`config.mk`:
```
export PLATFORM = sky130hd
export DESIGN_NAME = dfps_top
export DESIGN_NICKNAME = d
export VERILOG_FILES = /design/src/hw/dfps_pkg.sv /design/src/hw/dfps_top.sv
export SDC_FILE = /design/constraint.sdc
export NUM_CORES = 1
export LEC_CHECK = 0
export ABC_CLOCK_PERIOD_IN_PS = 9210
export BUFFER_PORTS_ARGS = -buffer_cell sky130_fd_sc_hd__buf_2
export CORE_ASPECT_RATIO = 1.75
export CORE_MARGIN = 1
export CORE_UTILIZATION = 58
export CTS_CLUSTER_SIZE = 40
export DETAILED_ROUTE_END_ITERATION = 10
export PLACE_DENSITY = 0.78
export SETUP_SLACK_MARGIN = 0.02
export SYNTH_ARGS = -nofsm -noshare
export SYNTH_HDL_FRONTEND = slang
export SYNTH_SLANG_ARGS = --single-unit
```
`constraint.sdc`:
```
create_clock -name sys_clk -period 9.21 [get_ports sys_clk]
set_clock_uncertainty 0.15 [all_clocks]
set_input_delay 1.842 -clock sys_clk [delete_from_list [all_inputs] [get_ports sys_clk]]
set_output_delay 1.842 -clock sys_clk [all_outputs]
set_load 0.005 [all_outputs]
```
`src/hw/dfps_pkg.sv`:
```
// package for the drive fault and protection supervisor: map, fields, timing, carriers
package dfps_pkg;
    // timing
    localparam int CLK_NS = 10;
    localparam int MS_NS = 1000000;
    localparam int MS_CYC = MS_NS / CLK_NS;
    localparam int GND_TEST_MS = 50;
    localparam int IVL_UNIT_MS = 100;
    localparam int MS_PER_MIN = 60000;
    // inverse-time curve: hi level trips in OL_HI_MIN, lo level in OL_LO_MIN
    localparam int OL_HI_PCT = 195;
    localparam int OL_LO_PCT = 150;
    localparam int OL_HI_MIN = 1;
    localparam int OL_LO_MIN = 5;
    localparam int OL_TRIP = OL_LO_MIN * MS_PER_MIN;
    localparam int OL_HI_STEP = OL_LO_MIN / OL_HI_MIN;
    localparam int PCT_FULL = 100;
    localparam int IPL_PCT = 40;
    // setting limits
    localparam logic [15:0] GAIN_MIN = 16'h0001;
    localparam logic [15:0] GAIN_MAX = 16'h03e8;
    localparam logic [15:0] PW_MIN = 16'h0032;
    localparam logic [15:0] PW_MAX = 16'h0064;
    localparam logic [15:0] RETRY_MAX = 16'h0014;
    localparam logic [15:0] IVL_MIN = 16'h0001;
    localparam logic [15:0] IVL_MAX = 16'h03e8;
    // register indices
    localparam logic [7:0] REG_CTRL = 8'h00;
    localparam logic [7:0] REG_GAIN = 8'h01;
    localparam logic [7:0] REG_PREWARN = 8'h02;
    localparam logic [7:0] REG_RETRY = 8'h03;
    localparam logic [7:0] REG_IVL = 8'h04;
    localparam logic [7:0] REG_TFUNC = 8'h05;
    localparam logic [7:0] REG_CMD = 8'h06;
    localparam logic [7:0] REG_STATUS = 8'h07;
    localparam logic [7:0] REG_CODE0 = 8'h08;
    localparam logic [7:0] REG_CODE1 = 8'h09;
    localparam logic [7:0] REG_CODE2 = 8'h0a;
    localparam logic [7:0] REG_FREQ = 8'h0b;
    localparam logic [7:0] REG_CUR = 8'h0c;
    localparam logic [7:0] REG_VBUS = 8'h0d;
    localparam logic [7:0] REG_MI = 8'h0e;
    // control fields and reset values
    localparam int CTRL_OL_EN = 0;
    localparam int CTRL_GND_EN = 1;
    localparam int CTRL_IPL_LO = 2;
    localparam int CTRL_OPL_EN = 4;
    localparam int CTRL_ACT = 5;
    localparam int CMD_MRST = 0;
    localparam logic [15:0] CTRL_RST = 16'h0007;
    localparam logic [15:0] GAIN_RST = 16'h0064;
    localparam logic [15:0] PW_RST = 16'h0050;
    localparam logic [15:0] RETRY_RST = 16'h0000;
    localparam logic [15:0] IVL_RST = 16'h003c;
    localparam logic [15:0] TFUNC_RST = 16'h0000;
    localparam logic [1:0] IPL_RUN = 2'h1;
    localparam logic [1:0] IPL_LOSS = 2'h2;
    // output terminal functions
    localparam logic [3:0] TF_FAULT = 4'h2;
    localparam logic [3:0] TF_PREWARN = 4'h6;
    // fault type codes
    localparam logic [7:0] FC_NONE = 8'h00;
    localparam logic [7:0] FC_OL = 8'h01;
    localparam logic [7:0] FC_GND = 8'h02;
    localparam logic [7:0] FC_IPL = 8'h03;
    localparam logic [7:0] FC_OPL = 8'h04;

    typedef struct packed {
        logic [7:0] addr;
        logic [15:0] wdata;
        logic wr;
        logic rd;
    } dfps_bus_t;

    typedef struct packed {
        logic [15:0] freq;
        logic [15:0] cur;
        logic [15:0] vbus;
        logic running;
        logic in_ploss;
        logic out_ploss;
        logic gnd_short;
        logic [9:0] mi;
    } dfps_meas_t;

    typedef struct packed {
        logic [15:0] freq;
        logic [15:0] cur;
        logic [15:0] vbus;
        logic [9:0] mi;
    } dfps_snap_t;
endpackage

```
`src/hw/dfps_top.sv`:
```
// drive fault and protection supervisor: overload, ground test, phase loss, retry, history
//
// The register addresses and the plain strobed port were decided locally.
module dfps_top #(
    parameter int TICK_CYC = dfps_pkg::MS_CYC,
    parameter int N_OUT = 2,
    parameter bit LARGE_RATING = 1'b1
) (
    input wire logic sys_clk,
    input wire logic arst_n,
    input wire dfps_pkg::dfps_bus_t bus,
    input wire dfps_pkg::dfps_meas_t meas,
    output logic [15:0] rdata_q,
    output logic trip_q,
    output logic phase_drive_q,
    output logic [N_OUT-1:0] term_q
);
    typedef enum logic [1:0] {GT_START, GT_DRIVE, GT_DONE} dfps_gt_t;
    typedef enum logic [1:0] {FS_RUN, FS_WAIT, FS_HOLD} dfps_fs_t;

    logic rst_s1_q, rst_n;
    logic [31:0] tick_cnt_q, tick_cnt_d;
    logic tick_q, tick_d;
    logic [15:0] ctrl_q, ctrl_d, gain_q, gain_d, pw_q, pw_d;
    logic [15:0] retry_q, retry_d, ivl_q, ivl_d, tfunc_q, tfunc_d;
    logic mrst;
    logic [31:0] acc_q, acc_d, cur_x;
    logic ol_en, ol_hi, ol_lo, ol_trip, pre_q, pre_d;
    dfps_gt_t gt_q, gt_d;
    logic [7:0] gt_ms_q, gt_ms_d;
    logic gnd_hit;
    logic ipl_hit, opl_hit;
    logic [7:0] new_code;
    dfps_fs_t fs_q, fs_d;
    logic [6:0] ms_q, ms_d;
    logic [15:0] ds_q, ds_d;
    logic [4:0] used_q, used_d;
    logic accept, fault_clr, fault_sig;
    logic [7:0] code_q [3];
    logic [7:0] code_d [3];
    dfps_pkg::dfps_snap_t snap_q, snap_d;
    logic [15:0] rd_val;
    logic [N_OUT-1:0] term_d;

    // reset release through two flops; assertion stays asynchronous
    always_ff @(posedge sys_clk or negedge arst_n) begin
        if (!arst_n) begin
            rst_s1_q <= 1'b0;
            rst_n <= 1'b0;
        end else begin
            rst_s1_q <= 1'b1;
            rst_n <= rst_s1_q;
        end
    end

    // millisecond tick shared by all timers
    always_comb begin
        tick_d = (tick_cnt_q == 32'(TICK_CYC - 1));
        tick_cnt_d = tick_d ? 32'h0 : tick_cnt_q + 32'h1;
    end

    // settings written by software; out-of-range values are clamped
    always_comb begin
        ctrl_d = ctrl_q;
        gain_d = gain_q;
        pw_d = pw_q;
        retry_d = retry_q;
        ivl_d = ivl_q;
        tfunc_d = tfunc_q;
        mrst = 1'b0;
        if (bus.wr) begin
            unique case (bus.addr)
                dfps_pkg::REG_CTRL: ctrl_d = bus.wdata;
                dfps_pkg::REG_GAIN: gain_d = bus.wdata < dfps_pkg::GAIN_MIN ? dfps_pkg::GAIN_MIN
                    : bus.wdata > dfps_pkg::GAIN_MAX ? dfps_pkg::GAIN_MAX : bus.wdata;
                dfps_pkg::REG_PREWARN: pw_d = bus.wdata < dfps_pkg::PW_MIN ? dfps_pkg::PW_MIN
                    : bus.wdata > dfps_pkg::PW_MAX ? dfps_pkg::PW_MAX : bus.wdata;
                dfps_pkg::REG_RETRY: retry_d = bus.wdata > dfps_pkg::RETRY_MAX
                    ? dfps_pkg::RETRY_MAX : bus.wdata;
                dfps_pkg::REG_IVL: ivl_d = bus.wdata < dfps_pkg::IVL_MIN ? dfps_pkg::IVL_MIN
                    : bus.wdata > dfps_pkg::IVL_MAX ? dfps_pkg::IVL_MAX : bus.wdata;
                dfps_pkg::REG_TFUNC: tfunc_d = bus.wdata;
                dfps_pkg::REG_CMD: mrst = bus.wdata[dfps_pkg::CMD_MRST];
                default: ;
            endcase
        end
    end

    // inverse-time accumulator: heats fast at the high level, slow at the low, cools below
    always_comb begin
        ol_en = ctrl_q[dfps_pkg::CTRL_OL_EN];
        cur_x = 32'(meas.cur) * 32'(dfps_pkg::PCT_FULL);
        ol_hi = cur_x >= 32'(dfps_pkg::OL_HI_PCT) * 32'(gain_q);
        ol_lo = cur_x >= 32'(dfps_pkg::OL_LO_PCT) * 32'(gain_q);
        acc_d = acc_q;
        if (!ol_en || fault_clr) begin
            acc_d = 32'h0;
        end else if (tick_q) begin
            if (ol_hi) begin
                acc_d = acc_q + 32'(dfps_pkg::OL_HI_STEP);
            end else if (ol_lo) begin
                acc_d = acc_q + 32'h1;
            end else if (acc_q != 32'h0) begin
                acc_d = acc_q - 32'h1;
            end
        end
        ol_trip = ol_en && acc_q >= 32'(dfps_pkg::OL_TRIP);
        pre_d = ol_en && acc_q * 32'(dfps_pkg::PCT_FULL)
            >= 32'(dfps_pkg::OL_TRIP) * 32'(pw_q);
    end

    // power-on ground test uses the reset value of the enable; later writes do not rerun it
    always_comb begin
        gt_d = gt_q;
        gt_ms_d = gt_ms_q;
        gnd_hit = 1'b0;
        unique case (gt_q)
            GT_START: gt_d = ctrl_q[dfps_pkg::CTRL_GND_EN] ? GT_DRIVE : GT_DONE;
            GT_DRIVE: begin
                if (meas.gnd_short) begin
                    gnd_hit = 1'b1;
                    gt_d = GT_DONE;
                end else if (tick_q) begin
                    gt_ms_d = gt_ms_q + 8'h1;
                    if (gt_ms_q == 8'(dfps_pkg::GND_TEST_MS - 1)) begin
                        gt_d = GT_DONE;
                    end
                end
            end
            GT_DONE: ;
        endcase
    end

    // phase loss checks and fault priority, lowest code first
    always_comb begin
        ipl_hit = 1'b0;
        if (LARGE_RATING) begin
            unique case (ctrl_q[dfps_pkg::CTRL_IPL_LO +: 2])
                dfps_pkg::IPL_RUN: ipl_hit = meas.in_ploss && meas.running
                    && meas.cur >= 16'(dfps_pkg::IPL_PCT);
                dfps_pkg::IPL_LOSS: ipl_hit = meas.in_ploss;
                default: ipl_hit = 1'b0;
            endcase
        end
        opl_hit = ctrl_q[dfps_pkg::CTRL_OPL_EN] && meas.out_ploss;
        new_code = ol_trip ? dfps_pkg::FC_OL : gnd_hit ? dfps_pkg::FC_GND
            : ipl_hit ? dfps_pkg::FC_IPL : opl_hit ? dfps_pkg::FC_OPL : dfps_pkg::FC_NONE;
    end

    // fault state: wait the interval then retry, or hold once retries are used up
    always_comb begin
        fs_d = fs_q;
        ms_d = ms_q;
        ds_d = ds_q;
        used_d = used_q;
        fault_clr = 1'b0;
        accept = (fs_q == FS_RUN) && (new_code != dfps_pkg::FC_NONE);
        unique case (fs_q)
            FS_RUN: begin
                // a fault beside a manual reset wins, so history and state never disagree
                if (accept) begin
                    fs_d = (16'(used_q) < retry_q) ? FS_WAIT : FS_HOLD;
                    ms_d = 7'h0;
                    ds_d = 16'h0;
                end else if (mrst) begin
                    used_d = 5'h0;
                end
            end
            FS_WAIT: begin
                if (mrst) begin
                    fs_d = FS_RUN;
                    used_d = 5'h0;
                    fault_clr = 1'b1;
                end else if (ds_q == ivl_q) begin
                    fs_d = FS_RUN;
                    used_d = used_q + 5'h1;
                    fault_clr = 1'b1;
                end else if (tick_q) begin
                    ms_d = ms_q + 7'h1;
                    if (ms_q == 7'(dfps_pkg::IVL_UNIT_MS - 1)) begin
                        ms_d = 7'h0;
                        ds_d = ds_q + 16'h1;
                    end
                end
            end
            FS_HOLD: begin
                if (mrst) begin
                    fs_d = FS_RUN;
                    used_d = 5'h0;
                    fault_clr = 1'b1;
                end
            end
            default: fs_d = FS_RUN;
        endcase
        fault_sig = (fs_q == FS_HOLD)
            || (fs_q == FS_WAIT && ctrl_q[dfps_pkg::CTRL_ACT]);
    end

    // history: slot 2 is the latest; a new fault pushes older ones down
    always_comb begin
        code_d = code_q;
        snap_d = snap_q;
        if (accept) begin
            code_d[0] = code_q[1];
            code_d[1] = code_q[2];
            code_d[2] = new_code;
            snap_d.freq = meas.freq;
            snap_d.cur = meas.cur;
            snap_d.vbus = meas.vbus;
            snap_d.mi = {meas.mi[0], meas.mi[9:1]};
        end
    end

    // output terminals, each with its own function nibble
    for (genvar i = 0; i < N_OUT; i++) begin : g_term
        assign term_d[i] = (tfunc_q[4*i +: 4] == dfps_pkg::TF_PREWARN && pre_q)
            || (tfunc_q[4*i +: 4] == dfps_pkg::TF_FAULT && fault_sig);
    end

    // read mux; unmapped indices read zero
    always_comb begin
        unique case (bus.addr)
            dfps_pkg::REG_CTRL: rd_val = ctrl_q;
            dfps_pkg::REG_GAIN: rd_val = gain_q;
            dfps_pkg::REG_PREWARN: rd_val = pw_q;
            dfps_pkg::REG_RETRY: rd_val = retry_q;
            dfps_pkg::REG_IVL: rd_val = ivl_q;
            dfps_pkg::REG_TFUNC: rd_val = tfunc_q;
            dfps_pkg::REG_STATUS: rd_val = {8'h0, used_q, phase_drive_q, pre_q, trip_q};
            dfps_pkg::REG_CODE0: rd_val = {8'h0, code_q[0]};
            dfps_pkg::REG_CODE1: rd_val = {8'h0, code_q[1]};
            dfps_pkg::REG_CODE2: rd_val = {8'h0, code_q[2]};
            dfps_pkg::REG_FREQ: rd_val = snap_q.freq;
            dfps_pkg::REG_CUR: rd_val = snap_q.cur;
            dfps_pkg::REG_VBUS: rd_val = snap_q.vbus;
            dfps_pkg::REG_MI: rd_val = {6'h0, snap_q.mi};
            default: rd_val = 16'h0;
        endcase
    end

    // all state registers except the two reset synchronizer flops
    always_ff @(posedge sys_clk or negedge rst_n) begin
        if (!rst_n) begin
            tick_cnt_q <= 32'h0;
            tick_q <= 1'b0;
            ctrl_q <= dfps_pkg::CTRL_RST;
            gain_q <= dfps_pkg::GAIN_RST;
            pw_q <= dfps_pkg::PW_RST;
            retry_q <= dfps_pkg::RETRY_RST;
            ivl_q <= dfps_pkg::IVL_RST;
            tfunc_q <= dfps_pkg::TFUNC_RST;
            acc_q <= 32'h0;
            pre_q <= 1'b0;
            gt_q <= GT_START;
            gt_ms_q <= 8'h0;
            fs_q <= FS_RUN;
            ms_q <= 7'h0;
            ds_q <= 16'h0;
            used_q <= 5'h0;
            code_q <= '{default: dfps_pkg::FC_NONE};
            snap_q <= '0;
            rdata_q <= 16'h0;
            trip_q <= 1'b0;
            phase_drive_q <= 1'b0;
            term_q <= '0;
        end else begin
            tick_cnt_q <= tick_cnt_d;
            tick_q <= tick_d;
            ctrl_q <= ctrl_d;
            gain_q <= gain_d;
            pw_q <= pw_d;
            retry_q <= retry_d;
            ivl_q <= ivl_d;
            tfunc_q <= tfunc_d;
            acc_q <= acc_d;
            pre_q <= pre_d;
            gt_q <= gt_d;
            gt_ms_q <= gt_ms_d;
            fs_q <= fs_d;
            ms_q <= ms_d;
            ds_q <= ds_d;
            used_q <= used_d;
            code_q <= code_d;
            snap_q <= snap_d;
            rdata_q <= bus.rd ? rd_val : 16'h0;
            trip_q <= fs_d != FS_RUN;
            phase_drive_q <= gt_d == GT_DRIVE;
            term_q <= term_d;
        end
    end
endmodule

```
==> results of run 1 <==
==> cells by family (layout without fill, tap and decap cells) <==
kind of cell             count (synthesis)  count (layout)  share of synthesized area
multiplexers                           103             103                    0.04004
XOR/XNOR                               186             186                    0.05756
other                                    1               2                  0.0001319
AND/OR/NAND/NOR                        660             660                     0.1168
AO/OA/AOI/OAI                          624             624                     0.1442
adder cells (fa/ha/maj)                642             642                     0.3218
buffers and inverters                  461             664                    0.06279
flip-flops                             291             291                     0.2566
==> metrics by stage <==
stage / utilization / setup WS (ns) / instance area, µm² / hold slack (ns) / power [mW]
2_1_floorplan: - / 0.3705 / 28430 / 0.1812 / 4.607
3_3_place_gp: 0.6227 / -0.07486 / 30260 / 0.1853 / 5.595
3_5_place_dp: 0.6227 / -0.2690 / 30260 / 0.1887 / 5.809
4_1_cts: 0.6433 / 0.3073 / 31260 / 0.2016 / 7.088
5_1_grt: 0.6452 / -0.03343 / 31360 / 0.2069 / 7.710
6_report: 0.6452 / 0.3780 / 31360 / 0.1977 / 7.141
==> power by group through the flow <==
stage | clock network (mW) | registers [mW] | logic (mW)
after floorplan | 0 | 1.53 | 3.07
after global placement | 0 | 1.60 | 3.99
after detailed placement | 0 | 1.61 | 4.20
after CTS | 1.27 | 1.59 | 4.23
after global routing | 1.32 | 1.60 | 4.79
final | 1.25 | 1.59 | 4.30
==> cell usage after synthesis, drive strengths merged (29+ instances only) <==
| library cell | number | area (µm²) |
|---|---|---|
| o21ai | 158 | 794.5 |
| inv | 404 | 1516 |
| nand3 | 73 | 370.4 |
| and3 | 29 | 181.4 |
| nand2 | 175 | 659.4 |
| a21oi | 166 | 842.1 |
| and2 | 31 | 193.9 |
| fa | 149 | 2983 |
| mux2 | 76 | 855.8 |
| xnor2 | 104 | 918.4 |
| nand4 | 33 | 206.5 |
| a21o | 57 | 427.9 |
| clkbuf | 32 | 120.1 |
| xor2 | 82 | 718.2 |
| ha | 493 | 6168 |
| nor2 | 137 | 521.8 |
| dfrtp | 279 | 6982 |
| nor3 | 47 | 261.5 |
==> final timing paths <==
check | cells past startpoint | slack (ns) | startpoint | end
hold reg to reg | 0 | 0.20 | rst_s1_q$_DFF_PN0_ | rst_n$_DFF_PN0_
max in group asynchronous | 2 | 6.27 | rst_n$_DFF_PN0_ | retry_q[9]$_DFFE_PN0P_
setup / recovery | 38 | 0.38 | meas[33] | acc_q[20]$_DFFE_PN0P_
hold / removal | 0 | 0.20 | rst_s1_q$_DFF_PN0_ | rst_n$_DFF_PN0_
setup reg to reg | 37 | 0.52 | gain_q[5]$_DFFE_PN1P_ | acc_q[20]$_DFFE_PN0P_
min in group asynchronous | 0 | 0.22 | rst_n$_DFF_PN0_ | snap_q[47]$_DFFE_PN0P_
==> what timing repair did <==
action                                  4_1_cts  5_1_grt
hold buffers                                  0        0
gates resized for setup                       0        8
setup buffers                                 0        5
endpoints found under the setup margin        0       13
==> metal layers <==
layer | up-vias | GRT usage | share of wire
met2 | 824 | 0.6323 | 0.53
met4 | 0 | 0.2698 | 0.088
li1 | 10695 | - | -
met5 | - | 0 | 0
met3 | 349 | 0.05183 | 0.051
met1 | 11419 | 0.3296 | 0.33
==> state kept, by name, summed over array words and instances (netlist names), 2 cells and up <==
name and count:
snap_q 58, acc_q 32, tick_cnt_q 32, ctrl_q 16, ds_q 16, gain_q 16
ivl_q 16, pw_q 16, rdata_q 16, retry_q 16, tfunc_q 16, code_q 9
gt_ms_q 8, ms_q 7, used_q 5, fs_q 2, gt_q 2, term_q 2
==> critical path, delay by kind of cell <==
family / cells / cell delay (ns)
AOI/OAI and AO/OA: 16 / 2.95
xor gates and xnor gates: 2 / 0.20
adders and majority gates: 6 / 2.09
muxes: 2 / 0.28
buffers and inverters: 7 / 0.80
and+or+nand+nor: 5 / 0.94
==> layout make-up <==
| type | instances | area (µm²) | area share |
|---|---|---|---|
| sequential | 291 | 7301 | 0.2328 |
| inverter | 404 | 1516 | 0.04836 |
| antenna | 1 | 2.502 | 0.00007980 |
| timing repair buffer | 204 | 1309 | 0.04174 |
| clock buffer | 48 | 888.4 | 0.02833 |
| tap | 654 | 818.3 | 0.02610 |
| clock inverter | 8 | 110.1 | 0.003511 |
| multi-input combinational | 2216 | 19410 | 0.6191 |
==> summary.txt, run 1 <==
power share of the combinational group: 0.602
worst skew pair latency: 0.61 ns
Placer Congestion: 0.9683
initial antenna violation count: 1
first-pass GRT wire length: 129.9 mm
min Tclk post-route: 8.832 ns
Routed Antenna Nets: 0
Clock power frac: 0.175
CP Data Required Time: 9.51 ns
CP peak stage delay: 0.49 ns
Internal Power: 4.011 mW
Crit. End Element: register
H-Tree Depth: 1
switching pwr: 3.129 mW
Yosys cell types: 92
CTS tree: yes
starting density of the core: 0.5851
Syn Inst Count: 2968
CP max FO: 14
CTS Buf Count: 30
CTS root buf: clkbuf_16
relative slew slack: 0.1540
# DRC: 0
fill cell count: 3982
Worst path slowest cell: fa_1
Final Max Slew Viols: 0
setup tns final: 0 ns
area grow syn2layout: 10.28%
Clock Sinks: 291
clock buffer depth: 3
switching share of power: 0.4383
Reg power frac: 0.223
worst-margin pin slew: 1.264 ns
Max Clk Rate: 113.2 MHz
Max VDD drop: 0.2876 mV
syn_nets: 3700
critical path type: in -> reg
post-DP HPWL: 66.03 mm
Pre-antenna DRT Iters: 9
Post-synth EDFFs: 0
Max-Cap Viols: 0
die area: 0.04995 mm²
Hold WC Path Type: reg -> reg
port bufs: 109
RSZ-0062 raised after global routing: true
Fin. Hold Viols: 0
die height: 294.9 µm
Seq cells post-synth: 291
power per standard cell area: 227.7 mW/mm²
static leakage: 16.08 nW
post-synthesis sequential area ratio: 0.2566
DP Cell Count: 3764
GR Overflow Total: 0
Primary FF master, synth: dfrtp_1
outcome: completed
crit path DAT: 9.13 ns
cell mode on critical path: ha_1
area of the core: 0.04860 mm²
DR vias: 23287
Reg clk slew, reported paths: 0.06 ns
Final nets: 3879
final wirelength: 83.07 mm
num ports: 110
commonest non-fill, non-tap cell in the layout: ha_1
Final setup viols: 0
asr flop ratio synth: 1.000
DIE WIDTH: 169.4 µm
Via-to-Cell Ratio: 6.087
Mapped Area: 0.02843 mm²
Synth Area per Inst: 9.580 µm²
Startpoint Class: primary input
Final period util: 0.9590
DRT iter0 DRCs: 1311
largest net degree at the start of global routing: 162
wire length per cell: 21.71 µm
GRT Total Usage: 0.3395
Finished Layout Cells: 3826
share of layout cells above drive strength 1: 0.1211
vias in the first global route: 24687
most frequent cells in the layout: ha_1, inv_1, dfrtp_1
Yosys warning count: 0
row count: 107
(Power assumes the default switching activity.)
==> inputs of run 2 (changes only) <==
--- a/config.mk
+++ b/config.mk
@@ -6,13 +6,13 @@
 export NUM_CORES = 1
 export LEC_CHECK = 0
 export ABC_CLOCK_PERIOD_IN_PS = 9210
-export BUFFER_PORTS_ARGS = -buffer_cell sky130_fd_sc_hd__buf_2
 export CORE_ASPECT_RATIO = 1.75
 export CORE_MARGIN = 1
-export CORE_UTILIZATION = 58
+export CORE_UTILIZATION = 60
 export CTS_CLUSTER_SIZE = 40
 export DETAILED_ROUTE_END_ITERATION = 10
-export PLACE_DENSITY = 0.78
+export DONT_BUFFER_PORTS = 1
+export PLACE_DENSITY = 0.89
 export SETUP_SLACK_MARGIN = 0.02
 export SYNTH_ARGS = -nofsm -noshare
 export SYNTH_HDL_FRONTEND = slang
==> summary.txt, run 2 (synthesis results as in run 1) <==
commonest non-fill, non-tap cell in the layout: ha_1 (unchanged)
Hold WS: 0.1987 ns (was 0.1977 ns)
Largest Register: snap_q (unchanged)
Pre-antenna DRT Iters: 9 (unchanged)
DP Cell Count: 3598 (was 3764)
port bufs: 0 (was 109)
Max Clk Rate: 112.6 MHz (was 113.2 MHz)
failing checks: design-rule violations
Reg clk slew, reported paths: 0.06 ns (about the same)
CTS Buf Count: 28 (was 30)
wire length per cell: 23.86 µm (was 21.71 µm)
num ports: 110 (unchanged)
Final period util: 0.9646 (was 0.9590)
CP max FO: 18 (was 14)
worst slack, placed: -0.1817 ns (was -0.2690 ns)
Fin. Hold Viols: 0 (unchanged)
Placer Congestion: 1.055 (was 0.9683)
Final WS setup: 0.3256 ns (was 0.3780 ns)
first-pass GRT wire length: 134.1 mm (was 129.9 mm)
Via-to-Cell Ratio: 6.403 (was 6.087)
CTS root buf: clkbuf_16 (unchanged)
Finished Layout Cells: 3661 (was 3826)
Final nets: 3774 (was 3879)
GR Overflow Total: 0 (unchanged)
GRT Total Usage: 0.3663 (was 0.3395)
vias in the first global route: 24830 (was 24687)
Clock Sinks: 291 (unchanged)
Routed Antenna Nets: 0 (unchanged)
H-Tree Depth: 1 (unchanged)
fill cell count: 3561 (was 3982)
Max-Cap Viols: 0 (unchanged)
largest net degree at the start of global routing: 88 (was 162)
CP peak stage delay: 0.46 ns (was 0.49 ns)
post-DP HPWL: 68.65 mm (was 66.03 mm)
die height: 290.0 µm (was 294.9 µm)
outcome: finished, violations left (was completed)
critical path type: in -> reg (unchanged)
area grow syn2layout: 7.969% (was 10.28%)
row count: 105 (was 107)
min Tclk post-route: 8.884 ns (was 8.832 ns)
crit path DAT: 9.24 ns (was 9.13 ns)
# DRC: 2 (was 0)
DIE WIDTH: 166.6 µm (was 169.4 µm)
DRT iter0 DRCs: 1712 (was 1311)
setup tns final: 0 ns (unchanged)
die area: 0.04830 mm² (was 0.04995 mm²)
postcts setup bufs: 0 (unchanged)
starting density of the core: 0.6080 (was 0.5851)
Hold WC Path Type: reg -> reg (unchanged)
CP Data Required Time: 9.57 ns (was 9.51 ns)
area of the core: 0.04677 mm² (was 0.04860 mm²)
clock buffer depth: 3 (unchanged)
worst-margin pin slew: 1.163 ns (was 1.264 ns)
Final setup viols: 0 (unchanged)
cell mode on critical path: ha_1 (unchanged)
Final Max Slew Viols: 0 (unchanged)
most frequent cells in the layout: ha_1, inv_1, dfrtp_1 (unchanged)
Max VDD drop: 0.2194 mV (was 0.2876 mV)
Startpoint Class: primary input (unchanged)
share of layout cells above drive strength 1: 0.09399 (was 0.1211)
power per standard cell area: 232.6 mW/mm² (was 227.7 mW/mm²)
largest registers: snap_q (58), acc_q (32), tick_cnt_q (32) (unchanged)
DR vias: 23440 (was 23287)
initial antenna violation count: 9 (was 1)
Worst path slowest cell: fa_1 (unchanged)
worst skew pair latency: 0.64 ns (was 0.61 ns)
max reg flops: 58 (unchanged)
static leakage: 15.62 nW (was 16.08 nW)
final wirelength: 87.35 mm (was 83.07 mm)
Crit. End Element: register (unchanged)
Power Total: 7.140 mW (was 7.141 mW)
relative slew slack: 0.2248 (was 0.1540)
CTS tree: yes (unchanged)
run 2: path summary, 6_finish.rpt:
| path | startpoint | to | slack, ns | cells past startpoint |
|---|---|---|---|---|
| worst max-delay path | meas[32] | acc_q[31]$_DFFE_PN0P_ | 0.33 | 37 |
| worst min-delay path | rst_s1_q$_DFF_PN0_ | rst_n$_DFF_PN0_ | 0.20 | 0 |
| worst max register to register | gain_q[5]$_DFFE_PN1P_ | acc_q[31]$_DFFE_PN0P_ | 0.41 | 38 |
| worst min register to register | rst_s1_q$_DFF_PN0_ | rst_n$_DFF_PN0_ | 0.20 | 0 |
| max in group asynchronous | rst_n$_DFF_PN0_ | gain_q[1]$_DFFE_PN0P_ | 6.87 | 2 |
| min in group asynchronous | rst_n$_DFF_PN0_ | rdata_q[10]$_DFF_PN0_ | 0.40 | 1 |
run 2: worst max-delay path: cells and delay by family:
| kind | cells | cell delay, ns |
|---|---|---|
| AND/OR/NAND/NOR | 11 | 1.81 |
| buffers and inverters | 4 | 0.46 |
| AO/OA/AOI/OAI | 13 | 2.41 |
| XOR/XNOR | 1 | 0.14 |
| multiplexers | 2 | 0.52 |
| adder cells (fa/ha/maj) | 6 | 2.05 |
run 2: per-stage QoR:
stage	util	area, µm²
2_1_floorplan	-	28430
3_3_place_gp	0.6344	29670
3_5_place_dp	0.6344	29670
4_1_cts	0.6544	30610
5_1_grt	0.6562	30690
6_report	0.6564	30700
run 2: metal layers:
layer	track usage	part of all wire
met2	0.6381	0.49
met1	0.3312	0.30
met5	0	0.00039
met4	0.3970	0.13
met3	0.08838	0.077
run 2: power breakdown:
part | internal [mW] | leakage (nW) | total, mW | switching [mW]
Clock | 0.634 | 0.452 | 1.19 | 0.557
Sequential | 1.41 | 3.85 | 1.61 | 0.193
Combinational | 1.88 | 11.3 | 4.34 | 2.46
run 2: what timing repair did:
action	4_1_cts	5_1_grt
endpoints found under the setup margin	0	16
endpoints found under the hold margin	7	0
hold buffers	1	0
resized for setup	0	13
run 2: cell type report:
type	count	area, µm²	area share
Multi-Input combinational cell	2217	19430	0.6330
Sequential cell	291	7302	0.2378
Inverter	404	1516	0.04939
Clock buffer	36	780.7	0.02543
Timing Repair Buffer	100	765.7	0.02494
Tap cell	588	735.7	0.02396
Clock inverter	16	145.1	0.004728
Antenna cell	9	22.52	0.0007336
